--- src/pkg/dport_pkg.sv ---
// Purpose: shared constants and types for the seven-pin digital control port
// Assumes: 200 MHz ref_clk, APB slave with 32-bit data
// Notes: register offsets are byte addresses
package dport_pkg;
  localparam int unsigned PIN_COUNT = 7;
  localparam int unsigned CLK_MHZ = 200;
  // times in nanoseconds
  localparam int unsigned TRIG_LATENCY_NS = 5000;
  localparam int unsigned TRIG_PULSE_NS = 10000;
  localparam int unsigned PULSE_CYCLES = (TRIG_PULSE_NS * CLK_MHZ) / 1000;
  localparam int unsigned LATENCY_CYCLES = (TRIG_LATENCY_NS * CLK_MHZ) / 1000;

  // register offsets
  localparam logic [7:0] FUNC_LO_OFS = 8'h00;
  localparam logic [7:0] FUNC_HI_OFS = 8'h04;
  localparam logic [7:0] POL_OFS = 8'h08;
  localparam logic [7:0] DOUT_OFS = 8'h0c;
  localparam logic [7:0] DIN_OFS = 8'h10;
  localparam logic [7:0] SHDN_OFS = 8'h14;
  localparam logic [7:0] STAT_OFS = 8'h18;
  localparam logic [7:0] CMD_OFS = 8'h1c;

  localparam logic [2:0] FUNC_RESET = 3'h0;
  localparam logic [6:0] POL_RESET = 7'h00;
  localparam logic [1:0] SHDN_RESET = 2'h0;
  localparam int unsigned PULSE_W = 12;

  typedef enum logic [2:0] {
    bidirectional_io_function,
    input_only_function,
    trigger_input_function,
    trigger_output_function,
    fault_output_function,
    shutdown_input_function,
    output_sync_function
  } pin_func_t;

  typedef enum logic [1:0] {
    SHDN_OFF,
    SHDN_LATCHING,
    SHDN_LIVE
  } shdn_mode_t;
endpackage : dport_pkg

--- src/verilog/digital_control_port.sv ---
// Purpose: seven-pin configurable digital control port with APB registers
// Assumes: pins synchronous-sampled, shutdown mode kept by software in nv store
// Notes: all outputs registered; pin output enable is active low
`timescale 1ns/1ps
// Summary of operation
// any pin can be input-only with polarity, read in input word
// input word shows external pin level, not output word
// pins 7..1 map to data bits 6..0
// trigger input fires on rising edge (positive) or falling (negative)
// internal trigger delivered within five microseconds of edge
// source holds pulses at least 4 us positive, 10 us negative
// trigger output emits one 10 us pulse at chosen polarity
// fault pair asserts fault pin on any channel protection fault
// fault stays asserted until cause gone and protection cleared
// while pin 1 is fault, pin 2 function ignored; code only floats pin 2, a pin 2 trigger input still fires triggerIn
// pin 3 shutdown input is level sensed, acted on within 5 us
// shutdown gates all output channels together
// latching mode: true transition disables until mode rewritten
// live mode: outputs follow shutdown input
// off mode ignores input; mode kept across power cycles; code resets mode and shdnModeNv to off
// chained units use same polarity for fault and shutdown
// switch to common needs negative polarity on all pins
// live chain cleared by clearing protection on one unit
// latching chain re-armed by off then latching on each unit
// output sync function accepted only on pins 4 to 7
// inputs synchronised and polarity applied before detection
module digital_control_port #(
  parameter int unsigned CHANNELS = 4
) (
  input wire logic ref_clk,
  input wire logic nrst,
  input wire logic psel,
  input wire logic penable,
  input wire logic pwrite,
  input wire logic [7:0] paddr,
  input wire logic [31:0] pwdata,
  output logic [31:0] prdata,
  output logic pready,
  output logic pslverr,
  input wire logic [dport_pkg::PIN_COUNT-1:0] pinIn,
  output logic [dport_pkg::PIN_COUNT-1:0] pinOut,
  output logic [dport_pkg::PIN_COUNT-1:0] pinOe_n,
  input wire logic [CHANNELS-1:0] chanFault,
  input wire logic [CHANNELS-1:0] outputReq,
  input wire logic triggerOutReq,
  input wire logic syncIn,
  output logic [CHANNELS-1:0] outputEnable,
  output logic triggerIn,
  output logic syncOut,
  output logic [1:0] shdnModeNv
);
  import dport_pkg::*;

  pin_func_t func [PIN_COUNT];
  logic [PIN_COUNT-1:0] pol;
  logic [PIN_COUNT-1:0] dataOut;
  shdn_mode_t shdnMode;
  logic [PIN_COUNT-1:0] level;
  logic [PIN_COUNT-1:0] levelPrev;
  logic [PIN_COUNT-1:0] pulseActive;
  logic faultLatched;
  logic shdnLatched;
  logic shdnPrev;
  logic clearReq;
  logic setupWr;
  logic [31:0] next_prdata;
  logic faultMode;
  logic shdnActive;
  logic [PIN_COUNT-1:0] trigEdge;

  // apb answers in the access cycle, no wait states
  assign setupWr = psel && penable && pwrite && pready;
  assign faultMode = (func[0] == fault_output_function);
  // level sensed shutdown
  assign shdnActive = (func[2] == shutdown_input_function) && level[2];

  // sync then polarity
  genvar g;
  generate
    for (g = 0; g < PIN_COUNT; g++) begin : g_pin
      pin_sync u_sync (
        .ref_clk(ref_clk),
        .nrst(nrst),
        .pinIn(pinIn[g]),
        .negPol(pol[g]),
        .level(level[g])
      );
      pulse_gen #(.W(PULSE_W), .WIDTH(PULSE_W'(PULSE_CYCLES))) u_pulse (
        .ref_clk(ref_clk),
        .nrst(nrst),
        .fire(triggerOutReq && func[g] == trigger_output_function),
        .active(pulseActive[g])
      );
      // polarity-corrected rising edge
      assign trigEdge[g] = (func[g] == trigger_input_function) && level[g] && !levelPrev[g];
    end
  endgenerate

  always_ff @(posedge ref_clk) begin
    if (!nrst) begin
      pready <= 1'b0;
    end else begin
      pready <= psel && !penable;
    end
  end

  // configuration writes
  always_ff @(posedge ref_clk) begin
    if (!nrst) begin
      for (int i = 0; i < PIN_COUNT; i++) begin
        func[i] <= pin_func_t'(FUNC_RESET);
      end
      pol <= POL_RESET;
      dataOut <= '0;
      shdnMode <= shdn_mode_t'(SHDN_RESET);
    end else if (setupWr) begin
      if (paddr == FUNC_LO_OFS || paddr == FUNC_HI_OFS) begin
        for (int i = 0; i < 4; i++) begin
          automatic int p = (paddr == FUNC_HI_OFS) ? i + 4 : i;
          automatic logic [2:0] f = pwdata[4*i +: 3];
          // sync only pins 4..7
          if (p < PIN_COUNT && f <= 3'(output_sync_function) && !(f == 3'(output_sync_function) && p < 3)
              && !(f == 3'(fault_output_function) && p != 0) && !(f == 3'(shutdown_input_function) && p != 2)) begin
            func[p] <= pin_func_t'(f);
          end
        end
      end else if (paddr == POL_OFS) begin
        pol <= pwdata[PIN_COUNT-1:0];
      end else if (paddr == DOUT_OFS) begin
        dataOut <= pwdata[PIN_COUNT-1:0];
      end else if (paddr == SHDN_OFS) begin
        if (pwdata[1:0] <= 2'(SHDN_LIVE)) begin
          shdnMode <= shdn_mode_t'(pwdata[1:0]);
        end
      end
    end
  end

  // unmapped address only; rejected values give no error
  always_ff @(posedge ref_clk) begin
    if (!nrst) begin
      pslverr <= 1'b0;
    end else begin
      pslverr <= psel && !penable && !(paddr == FUNC_LO_OFS || paddr == FUNC_HI_OFS || paddr == POL_OFS
                 || paddr == DOUT_OFS || paddr == DIN_OFS || paddr == SHDN_OFS || paddr == STAT_OFS
                 || paddr == CMD_OFS);
    end
  end

  // one clear releases fault
  assign clearReq = setupWr && paddr == CMD_OFS && pwdata[0];

  always_comb begin
    next_prdata = 32'h0;
    if (paddr == FUNC_LO_OFS) begin
      for (int i = 0; i < 4; i++) begin
        next_prdata[4*i +: 3] = func[i];
      end
    end else if (paddr == FUNC_HI_OFS) begin
      for (int i = 0; i < 3; i++) begin
        next_prdata[4*i +: 3] = func[i+4];
      end
    end else if (paddr == POL_OFS) begin
      next_prdata[PIN_COUNT-1:0] = pol;
    end else if (paddr == DOUT_OFS) begin
      next_prdata[PIN_COUNT-1:0] = dataOut;
    end else if (paddr == DIN_OFS) begin
      // live pin levels, pin n at bit n-1
      next_prdata[PIN_COUNT-1:0] = level;
    end else if (paddr == SHDN_OFS) begin
      next_prdata[1:0] = shdnMode;
    end else if (paddr == STAT_OFS) begin
      next_prdata[0] = faultLatched;
      next_prdata[1] = shdnLatched;
      next_prdata[2] = shdnActive;
    end
  end

  always_ff @(posedge ref_clk) begin
    if (!nrst) begin
      prdata <= 32'h0;
    end else if (psel && !penable && !pwrite) begin
      prdata <= next_prdata;
    end
  end

  always_ff @(posedge ref_clk) begin
    if (!nrst) begin
      levelPrev <= '0;
      shdnPrev <= 1'b0;
      triggerIn <= 1'b0;
    end else begin
      levelPrev <= level;
      shdnPrev <= shdnActive;
      // trigger a few cycles after the edge
      triggerIn <= |trigEdge;
    end
  end

  // set wins over clear while cause remains
  always_ff @(posedge ref_clk) begin
    if (!nrst) begin
      faultLatched <= 1'b0;
    end else if (|chanFault) begin
      faultLatched <= 1'b1;
    end else if (clearReq) begin
      faultLatched <= 1'b0;
    end
  end

  // latch on true transition; rewriting mode re-arms
  always_ff @(posedge ref_clk) begin
    if (!nrst) begin
      shdnLatched <= 1'b0;
    end else if (shdnMode == SHDN_LATCHING && shdnActive && !shdnPrev) begin
      shdnLatched <= 1'b1;
    end else if (shdnMode != SHDN_LATCHING || (setupWr && paddr == SHDN_OFS)) begin
      shdnLatched <= 1'b0;
    end
  end

  always_ff @(posedge ref_clk) begin
    if (!nrst) begin
      outputEnable <= '0;
      shdnModeNv <= 2'h0;
      syncOut <= 1'b0;
    end else begin
      shdnModeNv <= shdnMode;
      syncOut <= |outputReq;
      // one gate for all channels
      if (shdnLatched || (shdnMode == SHDN_LIVE && shdnActive)) begin
        outputEnable <= '0;
      end else begin
        outputEnable <= outputReq;
      end
    end
  end

  // pin drivers; inputs float (oe_n high)
  always_ff @(posedge ref_clk) begin
    if (!nrst) begin
      pinOut <= '0;
      pinOe_n <= '1;
    end else begin
      for (int i = 0; i < PIN_COUNT; i++) begin
        pinOut[i] <= 1'b0;
        pinOe_n[i] <= 1'b1;
        case (func[i])
          bidirectional_io_function: begin
            pinOut[i] <= dataOut[i] ^ pol[i];
            pinOe_n[i] <= 1'b0;
          end
          // pulse with polarity
          trigger_output_function: begin
            pinOut[i] <= pulseActive[i] ^ pol[i];
            pinOe_n[i] <= 1'b0;
          end
          // fault drive
          fault_output_function: begin
            pinOut[i] <= faultLatched ^ pol[i];
            pinOe_n[i] <= 1'b0;
          end
          output_sync_function: begin
            pinOut[i] <= (|outputReq) ^ pol[i];
            pinOe_n[i] <= 1'b0;
          end
          default: begin
          end
        endcase
      end
      // pin 2 is fault return
      if (faultMode) begin
        pinOut[1] <= 1'b0;
        pinOe_n[1] <= 1'b1;
      end
    end
  end

  property p_fault_hold;
    @(posedge ref_clk) disable iff (!nrst) (faultLatched && !clearReq) |=> faultLatched;
  endproperty
  a_fault_hold: assert property (p_fault_hold) else $error("fault dropped without clear");
  property p_fault_set;
    @(posedge ref_clk) disable iff (!nrst) (|chanFault) |=> faultLatched;
  endproperty
  a_fault_set: assert property (p_fault_set) else $error("fault not latched");
  property p_live;
    @(posedge ref_clk) disable iff (!nrst) (shdnMode == SHDN_LIVE && shdnActive) |=> outputEnable == '0;
  endproperty
  a_live: assert property (p_live) else $error("live shutdown ignored");
  property p_latch;
    @(posedge ref_clk) disable iff (!nrst) (shdnLatched && shdnMode == SHDN_LATCHING) |=> outputEnable == '0;
  endproperty
  a_latch: assert property (p_latch) else $error("latched shutdown ignored");
  property p_off;
    @(posedge ref_clk) disable iff (!nrst) (shdnMode == SHDN_OFF && $stable(shdnMode)) |=> outputEnable == $past(outputReq);
  endproperty
  a_off: assert property (p_off) else $error("off mode gated outputs");
  property p_trig;
    @(posedge ref_clk) disable iff (!nrst) (|trigEdge) |=> triggerIn;
  endproperty
  a_trig: assert property (p_trig) else $error("trigger late");
  property p_sync_pin;
    @(posedge ref_clk) disable iff (!nrst) func[0] != output_sync_function && func[1] != output_sync_function
      && func[2] != output_sync_function;
  endproperty
  a_sync_pin: assert property (p_sync_pin) else $error("sync on low pin");
  property p_pin2;
    @(posedge ref_clk) disable iff (!nrst) faultMode |=> pinOe_n[1];
  endproperty
  a_pin2: assert property (p_pin2) else $error("pin 2 driven in fault mode");
  c_fault: cover property (@(posedge ref_clk) disable iff (!nrst) faultLatched ##1 !faultLatched);
  c_trig: cover property (@(posedge ref_clk) disable iff (!nrst) triggerIn);
  c_latch: cover property (@(posedge ref_clk) disable iff (!nrst) shdnLatched);
endmodule : digital_control_port

--- src/verilog/pin_sync.sv ---
// Purpose: two-stage synchroniser with polarity applied after the second stage
// Assumes: one clock
// Notes: first stage feeds only the second
`timescale 1ns/1ps
module pin_sync (
  input wire logic ref_clk,
  input wire logic nrst,
  input wire logic pinIn,
  input wire logic negPol,
  output logic level
);
  logic meta;
  logic stable;

  always_ff @(posedge ref_clk) begin
    if (!nrst) begin
      meta <= 1'b0;
      stable <= 1'b0;
      level <= 1'b0;
    end else begin
      meta <= pinIn;
      stable <= meta;
      level <= stable ^ negPol;
    end
  end
endmodule : pin_sync

--- src/verilog/pulse_gen.sv ---
// Purpose: fixed-width output pulse on a one-cycle request
// Assumes: width below 2**W
// Notes: a new request while busy restarts nothing
`timescale 1ns/1ps
module pulse_gen #(
  parameter int unsigned W = 12,
  parameter logic [W-1:0] WIDTH = 12'd2000
) (
  input wire logic ref_clk,
  input wire logic nrst,
  input wire logic fire,
  output logic active
);
  logic [W-1:0] count;

  always_ff @(posedge ref_clk) begin
    if (!nrst) begin
      count <= '0;
      active <= 1'b0;
    end else if (fire && !active) begin
      count <= WIDTH - 1'b1;
      active <= 1'b1;
    end else if (active) begin
      if (count == '0) begin
        active <= 1'b0;
      end else begin
        count <= count - 1'b1;
      end
    end
  end
endmodule : pulse_gen

--- config.mk ---
export PLATFORM = sky130hd
export DESIGN_NAME = digital_control_port
export DESIGN_NICKNAME = d
export VERILOG_FILES = /design/src/pkg/dport_pkg.sv /design/src/verilog/digital_control_port.sv /design/src/verilog/pin_sync.sv /design/src/verilog/pulse_gen.sv
export SDC_FILE = /design/constraint.sdc
export NUM_CORES = 1
export LEC_CHECK = 0
export BUFFER_PORTS_ARGS = -buffer_cell sky130_fd_sc_hd__clkbuf_2
export CAP_MARGIN = 20
export CELL_PAD_IN_SITES_DETAIL_PLACEMENT = 0
export CELL_PAD_IN_SITES_GLOBAL_PLACEMENT = 1
export CORE_ASPECT_RATIO = 0.5
export CORE_MARGIN = 5
export CORE_UTILIZATION = 45
export CTS_CLUSTER_SIZE = 8
export DETAILED_ROUTE_END_ITERATION = 12
export GPL_TIMING_DRIVEN = 0
export PLACE_DENSITY = 0.8
export SYNTH_ARGS = -nofsm -noshare
export SYNTH_HDL_FRONTEND = slang
export SYNTH_HIERARCHICAL = 1
export SYNTH_SLANG_ARGS = --single-unit
export TNS_END_PERCENT = 10
--- constraint.sdc ---
create_clock -name ref_clk -period 2.7 [get_ports ref_clk]
set_clock_uncertainty 0.2 [all_clocks]
set_input_delay 0.135 -clock ref_clk [delete_from_list [all_inputs] [get_ports ref_clk]]
set_output_delay 0.135 -clock ref_clk [all_outputs]
set_load 0.01 [all_outputs]
== Word-level counts from Yosys, hierarchy flattened ==
Memory sizes are Yosys's and may differ from the RTL's.
Cells that the tools add are included.

* Flip-flop bits (word level): 175
* Memory bits (writable): 21
* Memories: 1

{| class="wikitable"
|+ Memories
! memory !! depth !! bits a word !! read ports !! clocked after Yosys merged registers in !! wr ports !! line !! text
|-
| func || 7 || 3 || 7 || 0 || 7 || digital_control_port.sv:54 || <nowiki>pin_func_t func [PIN_COUNT];</nowiki>
|}

* Add/sub/neg operators: 7
* $lt $le $gt $ge: 13
* Eq/ne operators: 62
* Multiplexer cells: 113
* Bitwise operators: 46
* Reduce and logical (&&, ||, !) cells: 176

{| class="wikitable"
|+ Operators with widths
! kind !! count
|-
| two-way mux 11 bit || 21
|-
| nonzero test 32 bit || 4
|-
| logical NOT 12 bit || 7
|-
| subtractor 12 x 1 -> 12 bit, second input constant || 7
|-
| == test 3 bit, second input constant || 27
|-
| logical AND 1 bit || 69
|-
| two-way mux 3 bit || 21
|-
| two-way mux 1 bit || 60
|-
| == test 3 x 2 -> 1 bit, second input constant || 14
|-
| OR reduction 4 bit || 9
|-
| bitwise XOR 1 bit || 35
|-
| == test 8 x 5 -> 1 bit, second input constant || 4
|-
| logical NOT 1 bit || 30
|-
| case mux 1 bit (4 select lines) || 7
|-
| AND reduction 2 bit || 14
|-
| logical NOT 3 bit || 7
|-
| nonzero test 2 bit || 9
|-
| OR reduction 2 bit || 9
|-
| == test 8 x 4 -> 1 bit, second input constant || 2
|-
| != test 2 x 1 -> 1 bit, second input constant || 8
|-
| two-way mux 7 bit || 2
|-
| less-or-equal comparator 3 bit, second input constant || 4
|-
| less-than comparator 3 x 2 -> 1 bit, second input constant || 4
|-
| less-than comparator 3 bit, second input constant || 4
|-
| 15 further kinds || 39
|}

== Depth between registers and ports, before layout ==
* Depth in word-level cells: 15
* Depth in mapped cells: 7
* Mapped depth without buffers: 6

== Modules after synthesis ==
Netlist, hierarchy kept.

{| class="wikitable"
|+ Modules (own cells, without submodules)
! module !! times used !! cells each !! area each (sq um)
|-
| digital_control_port || 1 || 494 || 4372.9
|-
| pulse_gen (g_pin[3].u_pulse ...) || 3 || 77 || 679.4
|-
| pulse_gen (g_pin[0].u_pulse ...) || 3 || 77 || 664.4
|-
| pulse_gen (g_pin[6].u_pulse) || 1 || 75 || 654.4
|-
| pin_sync || 7 || 7 || 87.6
|}

== Least setup slack after synthesis ==
Ideal clock, no wire load.

* Path kind: reg2reg
* Start: register pready
* End: memory func[0][0] (netlist bit) (enable)
* Arrival: 1472 ps
* Setup slack: 684 ps
* Cell stages (with the launch flop): 7
* Buffers on the path: 2
* Cells stage by stage: dfxtp_1 -> and4_1 -> buf_2 -> and2_0 -> nand3_1 -> buf_6 -> o21ai_0

{| class="wikitable"
|+ RTL lines
! what !! line !! text
|-
| start: declaration || digital_control_port.sv:38 || <nowiki>output logic pready,</nowiki>
|-
| start signal: assignment || digital_control_port.sv:103 || <nowiki>pready <= psel && !penable;</nowiki>
|-
| end: declaration || digital_control_port.sv:54 ||
|}

==> metrics <==
outcome complete, no violations; largest net degree at the start of global routing 28; Clock Pin Slew Worst Setup and Hold Paths 70 ps; Pwr Total 6.14 mW; layout cells sized above 1 0.143; insertion delay to the later sink of the worst-skew pair 430 ps; clock buffer depth 2; reg2reg setup slack 230 ps; Detailed Route Iter0 Violations 775; Yosys Warn Count 6; final hold vios 0; Hold Path Class primary input to register; Post-DP HPWL 18,700 um; initial antenna violation count 0; routability cong. 0.897; CP Capture Type register; Final period util 0.939; critical path fanouts, max 10; FF+latch count, synth 196; main flop type after synthesis dfxtp_1; port bufs 75; number of flops mapped to enable cells by yosys 21; vias in the first global route 8,303; Period minus WS final 2540 ps; starting density of the core 0.464; Startpoint Class primary input; Pre-Repair DR Iteration Count 5; Synth cell types 80; final setup fails 0; row count 37; Crit Path Category primary input to register; total CTS buffers 17; register area share after synthesis 0.427; worst-margin pin slew 793 ps; Ports 118; Crit path arrival time 2640 ps; Die ar. 24,700 um^2; Max Slew Vio Count 0; Pwr Density 538 nW/um^2; htree depth 4; setup TNS 0 ps; maximum vdd drop 0.000419 V; Async SR Flop Fraction 0; Clock Sinks 196; DRC Markers 0; via count 8,794; GRT Residual Overflow 0; first-pass GRT wire length 43,100 um; Req. time, crit path 2800 ps; CORE AREA 20,800 um^2; max_slew headroom 0.471; CTS tree done; Peak Freq 0.394 GHz; leakage power 4.41 nW; post-route ant nets 0; vias per cell 5.81; ANT cells 0; CTS root buf clkbuf_16; mapped cell area 9670 um^2; Die W 217 um; Wirelength per Cell 17.6 um; Final #Nets 1,297; Routed Wire Length 26,700 um; unrepaired setup endpoints after global routing false; Post-Syn Instances 1,080; fill cell count 1,892; Synth-to-Final Area Change 18.0%; Syn Area/Cell 8.96 um^2; die height 114 um; max-cap viol count 0; Total Routing Usage GR 0.213
==> power breakdown <==
group	switching [mW]	internal, mW	total [mW]
Clock	1.17	1.43	2.60
Sequential	0.0460	2.99	3.04
Combinational	0.304	0.200	0.504
Total	1.52	4.62	6.14
==> cell usage after synthesis (all sizes together), types with 16 or more instances <==
cell    instances  area share
a211oi         30       0.023
nor4           19       0.020
edfxtp         21       0.065
buf            26       0.020
clkbuf         29       0.013
o21ai          64       0.033
and2           39       0.025
or3            21       0.014
nand3          38       0.020
nor2          106       0.042
mux2i          19       0.020
a21oi          63       0.033
inv            48       0.019
nor3           52       0.028
dfxtp         175        0.36
nand2          52       0.020
a31oi          16       0.010
or4            20       0.016
a311oi         21       0.019
==> worst max-delay path, cell delays in order <==
cell,delay [ps]
dlygate4sd3_1,540
clkbuf_2,160
nor4_4,320
and2_1,210
buf_6,140
nand3_1,120
buf_6,170
nor3b_1,240
dlygate4sd3_1,590
==> registers in the layout, indices dropped and copies added, names as in the netlist, 4 cells and up <==
signal,cells
func,21
g_pin.u_sync/meta,7
g_pin.u_pulse/active,7
g_pin.u_sync/level,7
levelPrev,7
pinOut,7
g_pin.u_sync/stable,7
prdata,13
pol,7
dataOut,7
outputEnable,4
g_pin.u_pulse/count,84
pinOe_n,7
==> worst paths after layout <==
check | start | cells past startpoint | to
min reg2reg | g_pin[4].u_sync/meta | 1 | g_pin[4].u_sync/stable
min | paddr[0] | 3 | pslverr
max | paddr[6] | 9 | func[2][1]
max reg2reg | pready | 7 | func[2][1]
==> layer usage <==
metal / share of wire / track usage / wire length (um)
met1: 0.46 / 0.286 / 12200
met2: 0.47 / 0.361 / 12600
met3: 0.053 / 0.0337 / 1400
met4: 0.018 / 0.0631 / 473
met5: 0 / 0 / 0
==> logic make-up (layout without fill, tap and decap cells) <==
family,count (synthesis),in the layout,share of synthesized area
XOR/XNOR,23,23,0.0208
flip-flops,196,196,0.427
buffers and inverters,104,245,0.0523
multiplexers,21,21,0.0232
AO/OA/AOI/OAI,256,256,0.176
AND/OR/NAND/NOR,471,471,0.290
adder cells (fa/ha/maj),8,8,0.0103
other,1,20,0.000388
==> area by class of cell <==
cell class	instances	area, um^2	area share
plain buffers	55	322	0.0282
clock buffers	21	493	0.0432
clock inverters	11	111	0.00975
inverters	49	184	0.0161
multi-input cells	799	5100	0.447
flip-flops and latches	196	4130	0.362
well taps	273	342	0.0299
repair buffers	109	726	0.0636
==> layout by cell type (no fill, tap or decap), drive strengths merged, types with 13 or more instances in the layout <==
cell type	Yosys	final
nor2b	15	15
or3b	13	13
a31oi	16	16
mux2i	19	19
nor4b	14	14
inv	48	53
or4	20	20
and4	15	15
dfxtp	175	175
and2	39	39
nor3	52	52
o21ai	64	64
nand3	38	38
a311oi	21	21
edfxtp	21	21
conb	1	20
a21oi	63	63
nor4	19	19
o311a	13	13
nand2	52	52
or3	21	21
nor2	106	106
dlygate4sd3	0	33
a211oi	30	30
buf	26	27
clkbuf	29	125
==> stage by stage <==
step                hold slack, ps  instances  setup WS [ps]  utilization  cell area (um^2)
floorplan                     19.0       1099            684            -              9740
global placement               137       1447           -473        0.502             10500
detailed placement             138       1448          -62.7        0.503             10500
CTS                           10.6       1513           77.0        0.548             11400
global route                  55.4       1513           50.0        0.548             11400
finish                        29.6       1513            164        0.548             11400
==> what timing repair did <==
action / CTS / global route
setup endpoints to repair: 0 / 1
hold endpoints to repair: 43 / 0
hold buffers: 33 / 0
buffers inserted: 0 / 0
gates resized for setup: 0 / 2
No activity file was read; power rests on OpenSTA's default activity.
